## src/logic/tvu_pkg.sv

```systemverilog
// package of constants for the trap and vector unit
package tvu_pkg;
  // source and vector numbering
  localparam int          NUM_SRC         = 54;
  localparam int          SRC_W           = 6;
  localparam int          VEC_W           = 7;
  localparam logic [6:0]  VEC_OFFSET      = 7'h08;
  localparam logic [5:0]  SRC_EXT0        = 6'h00;
  localparam logic [5:0]  SRC_EXT1        = 6'h10;
  localparam logic [5:0]  SRC_EXT2        = 6'h11;
  localparam logic [5:0]  SRC_PWM_FIRST   = 6'h12;
  localparam logic [5:0]  SRC_PWM_LAST    = 6'h16;
  localparam logic [5:0]  SRC_PAIR_FIRST  = 6'h25;
  localparam logic [5:0]  SRC_PAIR_LAST   = 6'h2A;
  // reserved sources: 4,15,23-26,28,33-36,43-53
  localparam logic [53:0] SRC_RESERVED    = 54'h3FF81E17808010;
  // program memory map
  localparam int          PA_W            = 24;
  localparam logic [23:0] RESET_ADDR      = 24'h000000;
  localparam logic [23:0] VT_FIRST        = 24'h000004;
  localparam logic [23:0] VT_LAST         = 24'h0000FE;
  localparam logic [23:0] VT_STRIDE       = 24'h000002;
  // priority levels
  localparam logic [3:0]  IPL_MASK_ALL    = 4'h7;
  localparam logic [3:0]  LVL_MATH        = 4'hB;
  localparam logic [3:0]  LVL_ADDR        = 4'hC;
  localparam logic [3:0]  LVL_STACK       = 4'hD;
  localparam int          TRAP_BIT        = 3;
  // stack floor
  localparam logic [15:0] STACK_FLOOR     = 16'h0800;
  // accumulator bits
  localparam int          ACC_OV_BIT      = 31;
  localparam int          ACC_COV_BIT     = 39;
  // register map over wishbone (word addresses, byte address = 4*index)
  localparam logic [3:0]  REG_CTRL        = 4'h0;
  localparam logic [3:0]  REG_STATUS      = 4'h1;
  localparam logic [3:0]  REG_STACK_LIM   = 4'h2;
  localparam logic [3:0]  REG_VECTOR      = 4'h3;
  // ctrl fields
  localparam int          CTRL_OV_EN      = 0;
  localparam int          CTRL_COV_EN     = 1;
  localparam int          CTRL_SAT_EN     = 2;
  localparam int          CTRL_GUARD_USE  = 3;
  localparam logic [15:0] STACK_LIM_RST   = 16'hFFFE;
  typedef enum logic [1:0] {TVU_RUN, TVU_TRAP_WAIT} tvu_state_e;
endpackage : tvu_pkg

```

## src/logic/tvu_top.sv

```systemverilog
// trap and vector unit: source mapping, reset entry and trap detection
// Operation
// (RULE1) source n uses vector n plus eight; source 0 is vector 8.
// (RULE2) second and third external requests sit at sources 16 and 17.
// (RULE3) power pwm special event and four generators take sources 18 to 22.
// (RULE4) six converter pair done requests take sources 37 to 42.
// (RULE5) any reset skips interrupts, clears state, fetches from address zero.
// (RULE6) watchdog, lockout and other error sources route to the reset vector.
// (RULE7) uninitialised working register used as pointer forces reset.
// (RULE8) illegal opcode only counts when executed, not when flushed.
// (RULE9) several simultaneous traps force a reset.
// (RULE10) traps unmaskable, levels 8 to 15, top priority bit set.
// (RULE11) priority 0111 outside a trap blocks interrupts, still takes traps.
// (RULE12) offending instruction completes before trap processing starts.
// (RULE13) taking a vector holding an invalid address raises address error.
// (RULE14) traps may nest; ordering only matters for concurrent pending ones.
// (RULE15) divide by zero aborts the divide and takes math error.
// (RULE16) enabled accumulator overflow bit 31 or bit 39 takes math error.
// (RULE17) too large shift amount takes math error.
// (RULE18) misaligned word, unimplemented data or program access: address error.
// (RULE19) fetch from vector space or jump to unimplemented memory: address error.
// (RULE20) in dual space mac, other space counts as unimplemented.
// (RULE21) stack pointer above limit or below 0x0800 takes stack error.
// (RULE22) equal priority requests served lowest source number first.
// (RULE23) vector table spans 0x000004 to 0x0000FE, 24-bit handler addresses.
// (RULE24) reserved source numbers never request.
// (RULE25) trap handler address fetched from vector of its fixed level.
//
// Added by the designer: the Wishbone slave port and the register offsets.
`timescale 1ns/1ps
module tvu_top (
  // clock and reset
  input  wire logic        clk_i,
  input  wire logic        rst_i,
  // wishbone slave
  input  wire logic        wb_cyc_i,
  input  wire logic        wb_stb_i,
  input  wire logic        wb_we_i,
  input  wire logic [5:0]  wb_adr_i,
  input  wire logic [3:0]  wb_sel_i,
  input  wire logic [31:0] wb_dat_i,
  output logic [31:0]      wb_dat_o,
  output logic             wb_ack_o,
  // peripheral requests
  input  wire logic        ext_request_0_i,
  input  wire logic        ext_request_1_i,
  input  wire logic        ext_request_2_i,
  input  wire logic [4:0]  pwm_event_i,
  input  wire logic [5:0]  pair_done_i,
  input  wire logic [53:0] other_req_i,
  input  wire logic [161:0] src_level_i,
  // core status
  input  wire logic        instr_done_i,
  input  wire logic [3:0]  cpu_priority_level_i,
  input  wire logic        div_zero_i,
  input  wire logic        acc_carry31_i,
  input  wire logic        acc_carry39_i,
  input  wire logic        shift_too_big_i,
  input  wire logic        data_misaligned_i,
  input  wire logic        data_unimpl_i,
  input  wire logic        prog_data_unimpl_i,
  input  wire logic        mac_dual_i,
  input  wire logic        mac_cross_space_i,
  input  wire logic        fetch_valid_i,
  input  wire logic [23:0] fetch_addr_i,
  input  wire logic        vector_fetch_i,
  input  wire logic [23:0] prog_limit_i,
  input  wire logic        sp_load_i,
  input  wire logic [15:0] sp_value_i,
  input  wire logic        handler_valid_i,
  input  wire logic [23:0] handler_addr_i,
  // reset sources
  input  wire logic        watchdog_timeout_i,
  input  wire logic        uninit_w_ptr_i,
  input  wire logic        illegal_op_exec_i,
  input  wire logic        illegal_op_flushed_i,
  // results
  output logic             irq_o,
  output logic [6:0]       irq_vector_o,
  output logic [3:0]       irq_level_o,
  output logic             trap_o,
  output logic [3:0]       trap_level_o,
  output logic [23:0]      trap_vec_addr_o,
  output logic             trap_priority_bit_o,
  output logic             core_reset_o,
  output logic [23:0]      reset_pc_o
);
  ////////////////////////////////////////////////////////////////////////
  logic [15:0]            ctrl;
  logic [15:0]            stack_limit_value;
  logic [3:0]             err_sticky;
  logic [53:0]            req_map;
  logic                   res_any;
  logic [5:0]             res_src;
  logic [2:0]             res_lvl;
  logic                   math_err;
  logic                   addr_err;
  logic                   stack_err;
  logic                   math_pend;
  logic                   addr_pend;
  logic                   stack_pend;
  logic                   in_trap;
  logic [3:0]             cur_trap_lvl;
  logic                   lockout;
  logic                   next_reset;
  tvu_pkg::tvu_state_e    state;

  ////////////////////////////////////////////////////////////////////////
  // source map
  always_comb begin
    req_map = other_req_i;
    req_map[tvu_pkg::SRC_EXT0] = ext_request_0_i;
    req_map[tvu_pkg::SRC_EXT1] = ext_request_1_i; // (RULE2)
    req_map[tvu_pkg::SRC_EXT2] = ext_request_2_i; // (RULE2)
    for (int i = 0; i < 5; i++) begin
      req_map[tvu_pkg::SRC_PWM_FIRST + i[5:0]] = pwm_event_i[i]; // (RULE3)
    end
    for (int i = 0; i < 6; i++) begin
      req_map[tvu_pkg::SRC_PAIR_FIRST + i[5:0]] = pair_done_i[i]; // (RULE4)
    end
  end

  tvu_src_resolver u_res (
    .req_i (req_map),
    .lvl_i (src_level_i),
    .any_o (res_any),
    .src_o (res_src),
    .lvl_o (res_lvl)
  );

  ////////////////////////////////////////////////////////////////////////
  // trap detection
  always_comb begin
    math_err = div_zero_i // (RULE15)
             | (ctrl[tvu_pkg::CTRL_OV_EN] & acc_carry31_i & ~ctrl[tvu_pkg::CTRL_GUARD_USE]) // (RULE16)
             | (ctrl[tvu_pkg::CTRL_COV_EN] & acc_carry39_i & ~ctrl[tvu_pkg::CTRL_SAT_EN]) // (RULE16)
             | shift_too_big_i; // (RULE17)
    addr_err = data_misaligned_i | data_unimpl_i | prog_data_unimpl_i // (RULE18)
             | (mac_dual_i & mac_cross_space_i) // (RULE20)
             | (fetch_valid_i & ~vector_fetch_i & fetch_addr_i >= tvu_pkg::VT_FIRST
                & fetch_addr_i <= tvu_pkg::VT_LAST) // (RULE19)
             | (fetch_valid_i & fetch_addr_i > prog_limit_i) // (RULE19)
             | (handler_valid_i & (handler_addr_i > prog_limit_i
                | handler_addr_i <= tvu_pkg::VT_LAST)); // (RULE13)
    stack_err = sp_load_i & (sp_value_i > stack_limit_value | sp_value_i < tvu_pkg::STACK_FLOOR); // (RULE21)
    lockout = (math_err & addr_err) | (math_err & stack_err) | (addr_err & stack_err); // (RULE9)
    next_reset = watchdog_timeout_i | uninit_w_ptr_i | lockout // (RULE6) (RULE7)
               | (illegal_op_exec_i & ~illegal_op_flushed_i); // (RULE8)
  end

  // pending traps held until the instruction completes
  always_ff @(posedge clk_i) begin
    if (rst_i || core_reset_o) begin
      math_pend  <= 1'b0;
      addr_pend  <= 1'b0;
      stack_pend <= 1'b0;
    end else begin
      math_pend  <= math_err | (math_pend & ~(trap_o & trap_level_o == tvu_pkg::LVL_MATH));
      addr_pend  <= addr_err | (addr_pend & ~(trap_o & trap_level_o == tvu_pkg::LVL_ADDR));
      stack_pend <= stack_err | (stack_pend & ~(trap_o & trap_level_o == tvu_pkg::LVL_STACK));
    end
  end

  // trap dispatch; nesting allowed, highest pending level first
  always_ff @(posedge clk_i) begin
    if (rst_i || core_reset_o) begin
      state               <= tvu_pkg::TVU_RUN;
      trap_o              <= 1'b0;
      trap_level_o        <= 4'h0;
      trap_vec_addr_o     <= tvu_pkg::RESET_ADDR;
      in_trap             <= 1'b0;
      cur_trap_lvl        <= 4'h0;
      trap_priority_bit_o <= 1'b0;
    end else begin
      trap_o <= 1'b0;
      unique case (state)
        tvu_pkg::TVU_RUN: begin
          if ((math_pend | addr_pend | stack_pend) && instr_done_i) begin // (RULE12) (RULE14)
            trap_o <= 1'b1;
            trap_level_o <= stack_pend ? tvu_pkg::LVL_STACK :
                            addr_pend ? tvu_pkg::LVL_ADDR : tvu_pkg::LVL_MATH; // (RULE10)
            trap_vec_addr_o <= tvu_pkg::VT_FIRST + tvu_pkg::VT_STRIDE *
                               {20'h00000, (stack_pend ? tvu_pkg::LVL_STACK :
                               addr_pend ? tvu_pkg::LVL_ADDR : tvu_pkg::LVL_MATH) - 4'h8}; // (RULE25) (RULE23)
            in_trap <= 1'b1;
            cur_trap_lvl <= stack_pend ? tvu_pkg::LVL_STACK :
                            addr_pend ? tvu_pkg::LVL_ADDR : tvu_pkg::LVL_MATH;
            trap_priority_bit_o <= 1'b1; // (RULE10)
            state <= tvu_pkg::TVU_TRAP_WAIT;
          end else if (in_trap && cpu_priority_level_i[tvu_pkg::TRAP_BIT] == 1'b0) begin
            in_trap <= 1'b0;
            trap_priority_bit_o <= 1'b0;
          end
        end
        tvu_pkg::TVU_TRAP_WAIT: begin
          state <= tvu_pkg::TVU_RUN;
        end
      endcase
    end
  end

  ////////////////////////////////////////////////////////////////////////
  // interrupt request to core
  always_ff @(posedge clk_i) begin
    if (rst_i || core_reset_o) begin // (RULE5)
      irq_o        <= 1'b0;
      irq_vector_o <= 7'h00;
      irq_level_o  <= 4'h0;
    end else begin
      irq_o        <= res_any && !in_trap && {1'b0, res_lvl} > cpu_priority_level_i
                      && cpu_priority_level_i != tvu_pkg::IPL_MASK_ALL; // (RULE11)
      irq_vector_o <= {1'b0, res_src} + tvu_pkg::VEC_OFFSET; // (RULE1)
      irq_level_o  <= {1'b0, res_lvl};
    end
  end

  // reset entry
  always_ff @(posedge clk_i) begin
    if (rst_i) begin
      core_reset_o <= 1'b0;
      reset_pc_o   <= tvu_pkg::RESET_ADDR; // (RULE5)
    end else begin
      core_reset_o <= next_reset & ~core_reset_o; // (RULE6)
      reset_pc_o   <= tvu_pkg::RESET_ADDR;
    end
  end

  ////////////////////////////////////////////////////////////////////////
  // wishbone registers
  always_ff @(posedge clk_i) begin
    if (rst_i) begin
      wb_ack_o <= 1'b0;
      wb_dat_o <= 32'h00000000;
    end else begin
      wb_ack_o <= wb_cyc_i & wb_stb_i & ~wb_ack_o;
      unique case (wb_adr_i[5:2])
        tvu_pkg::REG_CTRL:      wb_dat_o <= {16'h0000, ctrl};
        tvu_pkg::REG_STATUS:    wb_dat_o <= {28'h0000000, err_sticky};
        tvu_pkg::REG_STACK_LIM: wb_dat_o <= {16'h0000, stack_limit_value};
        tvu_pkg::REG_VECTOR:    wb_dat_o <= {21'h000000, irq_level_o, irq_vector_o};
        default:                wb_dat_o <= 32'h00000000;
      endcase
    end
  end

  always_ff @(posedge clk_i) begin
    if (rst_i) begin
      ctrl              <= 16'h0000;
      stack_limit_value <= tvu_pkg::STACK_LIM_RST;
    end else if (wb_cyc_i && wb_stb_i && wb_we_i && wb_ack_o) begin
      if (wb_adr_i[5:2] == tvu_pkg::REG_CTRL) begin
        if (wb_sel_i[0]) ctrl[7:0]  <= wb_dat_i[7:0];
        if (wb_sel_i[1]) ctrl[15:8] <= wb_dat_i[15:8];
      end
      if (wb_adr_i[5:2] == tvu_pkg::REG_STACK_LIM) begin
        if (wb_sel_i[0]) stack_limit_value[7:0]  <= wb_dat_i[7:0];
        if (wb_sel_i[1]) stack_limit_value[15:8] <= wb_dat_i[15:8];
      end
    end
  end

  // sticky errors: set wins over write-one-to-clear
  always_ff @(posedge clk_i) begin
    if (rst_i) begin
      err_sticky <= 4'h0;
    end else begin
      for (int i = 0; i < 4; i++) begin
        if ((wb_cyc_i && wb_stb_i && wb_we_i && wb_ack_o && wb_adr_i[5:2] == tvu_pkg::REG_STATUS
             && wb_sel_i[0] && wb_dat_i[i]))
          err_sticky[i] <= 1'b0;
      end
      if (math_err)   err_sticky[0] <= 1'b1;
      if (addr_err)   err_sticky[1] <= 1'b1;
      if (stack_err)  err_sticky[2] <= 1'b1;
      if (next_reset) err_sticky[3] <= 1'b1;
    end
  end
endmodule : tvu_top

```

## src/logic/tvu_src_resolver.sv

```systemverilog
// natural order priority resolver for interrupt sources
`timescale 1ns/1ps
module tvu_src_resolver (
  // requests with levels
  input  wire logic [53:0]  req_i,
  input  wire logic [161:0] lvl_i,
  // result
  output logic              any_o,
  output logic [5:0]        src_o,
  output logic [2:0]        lvl_o
);
  logic [53:0] live;

  genvar g;
  generate
    for (g = 0; g < tvu_pkg::NUM_SRC; g++) begin : g_tie
      assign live[g] = req_i[g] & ~tvu_pkg::SRC_RESERVED[g]; // (RULE24)
    end
  endgenerate

  // highest level wins, lowest number among equals
  always_comb begin
    any_o = 1'b0;
    src_o = 6'h00;
    lvl_o = 3'h0;
    for (int i = tvu_pkg::NUM_SRC - 1; i >= 0; i--) begin
      if (live[i] && lvl_i[i*3 +: 3] != 3'h0 && (!any_o || lvl_i[i*3 +: 3] >= lvl_o)) begin // (RULE22)
        any_o = 1'b1;
        src_o = i[5:0];
        lvl_o = lvl_i[i*3 +: 3];
      end
    end
  end
endmodule : tvu_src_resolver

```

## config.mk

```make
export PLATFORM = sky130hd
export DESIGN_NAME = tvu_top
export DESIGN_NICKNAME = d
export VERILOG_FILES = /design/src/logic/tvu_pkg.sv /design/src/logic/tvu_top.sv /design/src/logic/tvu_src_resolver.sv
export SDC_FILE = /design/constraint.sdc
export NUM_CORES = 1
export LEC_CHECK = 0
export ABC_AREA = 1
export ABC_CLOCK_PERIOD_IN_PS = 27900
export BUFFER_PORTS_ARGS = -buffer_cell sky130_fd_sc_hd__buf_4
export CORE_AREA = 2 2 188 190
export DETAILED_ROUTE_END_ITERATION = 10
export DIE_AREA = 0 0 190 192
export PLACE_DENSITY_LB_ADDON = 0.1
export SYNTH_ARGS = -nofsm -noshare
export SYNTH_HDL_FRONTEND = slang
export SYNTH_SLANG_ARGS = --single-unit
```

## constraint.sdc

```tcl
create_clock -name clk_i -period 27.9 [get_ports clk_i]
set_clock_uncertainty 0.1 [all_clocks]
set_input_delay 1.395 -clock clk_i [delete_from_list [all_inputs] [get_ports clk_i]]
set_output_delay 1.395 -clock clk_i [all_outputs]
set_load 0.02 [all_outputs]
```

==> out/summary.txt <==
Run status = finished with violations
Failing checks = setup timing
Core footprint = 34300 sq um
Root Driver = clkbuf_16
Critical path's top delay family = simple AND/OR/NAND/NOR gates
Count of nets after finishing = 2668
Number of nets with antenna violations after detailed routing = 0
Number of placement rows = 68
Detail-routed net length per standard cell = 13.1 um
CTS H-tree depth = 3
Highest fanout seen on the critical path = 7
Pre-Repair DR Iteration Count = 5
RSZ-0062 raised after global routing = yes
Die boundary width = 190 um
Number of hold buffers added after cts = 0
TritonCTS clock tree = yes
Maxcap violations = 0
Source of the critical timing path = src_level_i[128]
Ratio of cells with drive above 1 in the final layout = 47.0%
Number of antenna violations at the first check in global routing = 0
Fin crit share = 107%
Synth-to-layout area growth = 64.8%
R2R setup slack = 24.67 ns
Highest clock frequency the design can meet = 33.5 MHz
Data arrival at the endpoint of the critical path = 30.07 ns
Worst Path Class, Setup = input pin to flop
Total of flip-flops plus latches after synthesis = 78
Port-buffer cells = 303
Area of the multi-input gates = 7640 sq um
Number of cells after detailed placement = 2424
Total congestion overflow = 0
Worst Setup End Kind = flop
Dominant synthesized flop cell = dfxtp_1
Final count of hold timing violations = 0
Max Buffers Root-to-Sink = 2
Wire length of the first global-routing pass = 53600 um
Count of cell instances traversed by the critical path = 305
Number of synthesized flops with an enable pin = 0
Warnings, synthesis = 0
Inserted Diodes = 0
Total die area = 36500 sq um
Clock-pin slew of the registers on the worst-case setup and hold paths = 0.06 ns
Required time worst endpoint = 28.08 ns
Setup ws final = -1.99 ns
Num ports = 487
TritonCTS buffer count = 9
Cells after synthesis = 1488
Largest net degree at the start of global routing = 41
Reg2Reg Capture Point = err_sticky[3]
Post-route DRC = 0
Final setup violation count = 10
HPWL after detailed placement = 27700 um
Drt initial violations = 382
Starting density of the core = 28.3%
Sink count of the clock tree = 78
Most repeated library cell on the critical path = nand2_2
Library cell with the largest summed area after synthesis = ha_1
Number of vias per cell = 4.46
Clock insertion delay at the later pin of the skew report = 0.34 ns
Sequential cell area in the final layout = 1560 sq um
Seq/Total Area, Yosys = 16.1%
Critical Path Source Type = input pin
Count of distinct cell types in the synthesized netlist = 53
Worst Setup EP = irq_o
Beginning of the worst register-to-register path = stack_limit_value[3]
Main area contributors after synthesis = ha_1 (18%), dfxtp_1 (16%), nand2_1 (12%)
Minimum period implied by the final worst setup slack = 29.89 ns
Setup slack after placement = -3.59 ns
Cell depth of the worst flop-to-flop path = 16
GP Congestion = 0.832
Number of global-route vias before repair = 11300
Actual slew at the worst max-slew pin = 1.19 ns
Area share of the leading cell type in the synthesized netlist = 17.7%
Area of the mapped netlist = 9700 sq um
Cell with the biggest individual delay on the critical path = ha_1
Wire length reported by the detailed router = 34000 um
Cell Count, Final, Fillers Out = 2604
Vert. Die Dim = 192 um
Number of filler instances in the final layout = 3575
CP max stage delay = 0.28 ns
Headroom to the max-slew limit = 20.8%
Bufs and invs on worst path = 75
Worst hold-check path type = flop to flop
Final Max Tran Viols = 0
GRT Overall Usage = 17.9%
Fraction of registers with async set/reset = 0%
Routed vias = 11600
Mean Syn Cell Area = 6.52 sq um
cell type report:
type	instances	share of cell area, %
Tap cell	455	3.56
Clock buffer	10	1.43
Multi-Input combinational cell	1152	47.8
Timing Repair Buffer	659	31.2
Sequential cell	78	9.77
Clock inverter	6	0.446
Inverter	244	5.81
layer usage:
metal,vias to the layer above,track usage (%),share of wire [%]
li1,6126,-,-
met1,5180,22.4,44
met2,270,32.9,50
met3,25,2.38,4.9
met4,0,2.92,1.0
met5,-,0,0
cell families after synthesis:
group           synth area share (%)
other cells                   0.0386
flops                           16.1
compound gates                  18.4
buf+inv                         15.1
fa+ha+maj                       17.7
simple gates                    32.7
worst min-delay path by stage:
stage,startpoint,endpoint,slack (ns),cells past startpoint
3_5_place_dp,wb_ack_o,wb_ack_o,0.33,1
6_report,wb_ack_o,wb_ack_o,0.34,1
5_1_grt,wb_ack_o,wb_ack_o,0.39,1
2_1_floorplan,addr_pend,trap_level_o[0],0.33,1
4_1_cts,wb_ack_o,wb_ack_o,0.34,1
3_3_place_gp,wb_ack_o,wb_ack_o,0.33,1
cells in the mapped netlist (5+ instances only):
| cell type | count |
|---|---|
| nand2_1 | 310 |
| inv_1 | 220 |
| ha_1 | 137 |
| o21ai_0 | 128 |
| nor2_1 | 107 |
| dfxtp_1 | 78 |
| nand2_2 | 75 |
| a21oi_1 | 65 |
| buf_4 | 63 |
| nand3_1 | 63 |
| o211ai_1 | 24 |
| nand2_4 | 22 |
| o31a_2 | 21 |
| nand3_2 | 15 |
| nor3_1 | 15 |
| inv_2 | 14 |
| nand4_1 | 13 |
| nor2_2 | 13 |
| nor4_1 | 11 |
| clkbuf_1 | 9 |
| o21ai_1 | 9 |
| a31oi_1 | 8 |
| a211oi_1 | 6 |
| o31a_1 | 6 |
| clkinv_1 | 5 |
cells in the final DEF, fill, tap and decap left out, drive strengths merged, types with 2 or more instances in the layout:
master	n
a211oi	6
nor4	11
inv	239
or2	4
a21boi	3
nand3	78
clkinv	8
o221ai	3
nor3	15
ha	137
and2	2
nand3b	2
clkinvlp	2
a21oi	66
nand4	13
o21a	2
o21ai	138
nor2	124
a31oi	8
dfxtp	78
a2111oi	2
conb	62
clkbuf	10
nand2	407
o31ai	3
o31a	28
o21bai	2
buf	659
a221oi	4
o211ai	24
metrics by stage:
| step | setup TNS [ns] | area, sq um | hold slack, ns | util [%] |
|---|---|---|---|---|
| final | -15.86 | 16000 | 0.343 | 46.6 |
| after global placement | -24.59 | 13800 | 0.335 | 40.1 |
| after CTS | -11.21 | 15400 | 0.344 | 45.0 |
| after global routing | -42.32 | 16000 | 0.389 | 46.6 |
| after floorplan | -10.31 | 10000 | 0.331 | - |
| after detailed placement | -30.10 | 13800 | 0.335 | 40.1 |
registers in the layout (all words and copies together), names as in the netlist:
signal / count
addr_pend: 1
core_reset_o: 1
ctrl: 16
err_sticky: 4
in_trap: 1
irq_level_o: 3
irq_o: 1
irq_vector_o: 7
math_pend: 1
stack_limit_value: 16
stack_pend: 1
state: 1
trap_level_o: 4
trap_o: 1
trap_vec_addr_o: 3
wb_ack_o: 1
wb_dat_o: 16
timing repair:
action                                  in CTS  in global routing
hold endpoints to repair                     0                  0
gates resized for setup                    101                104
pin swaps                                  163                185
endpoints found under the setup margin      10                 10
buffers inserted                           136                 33
Power is left out: the tool's default activity adds up to more than one toggle a clock period on the data nets, which glitch-free logic cannot reach.
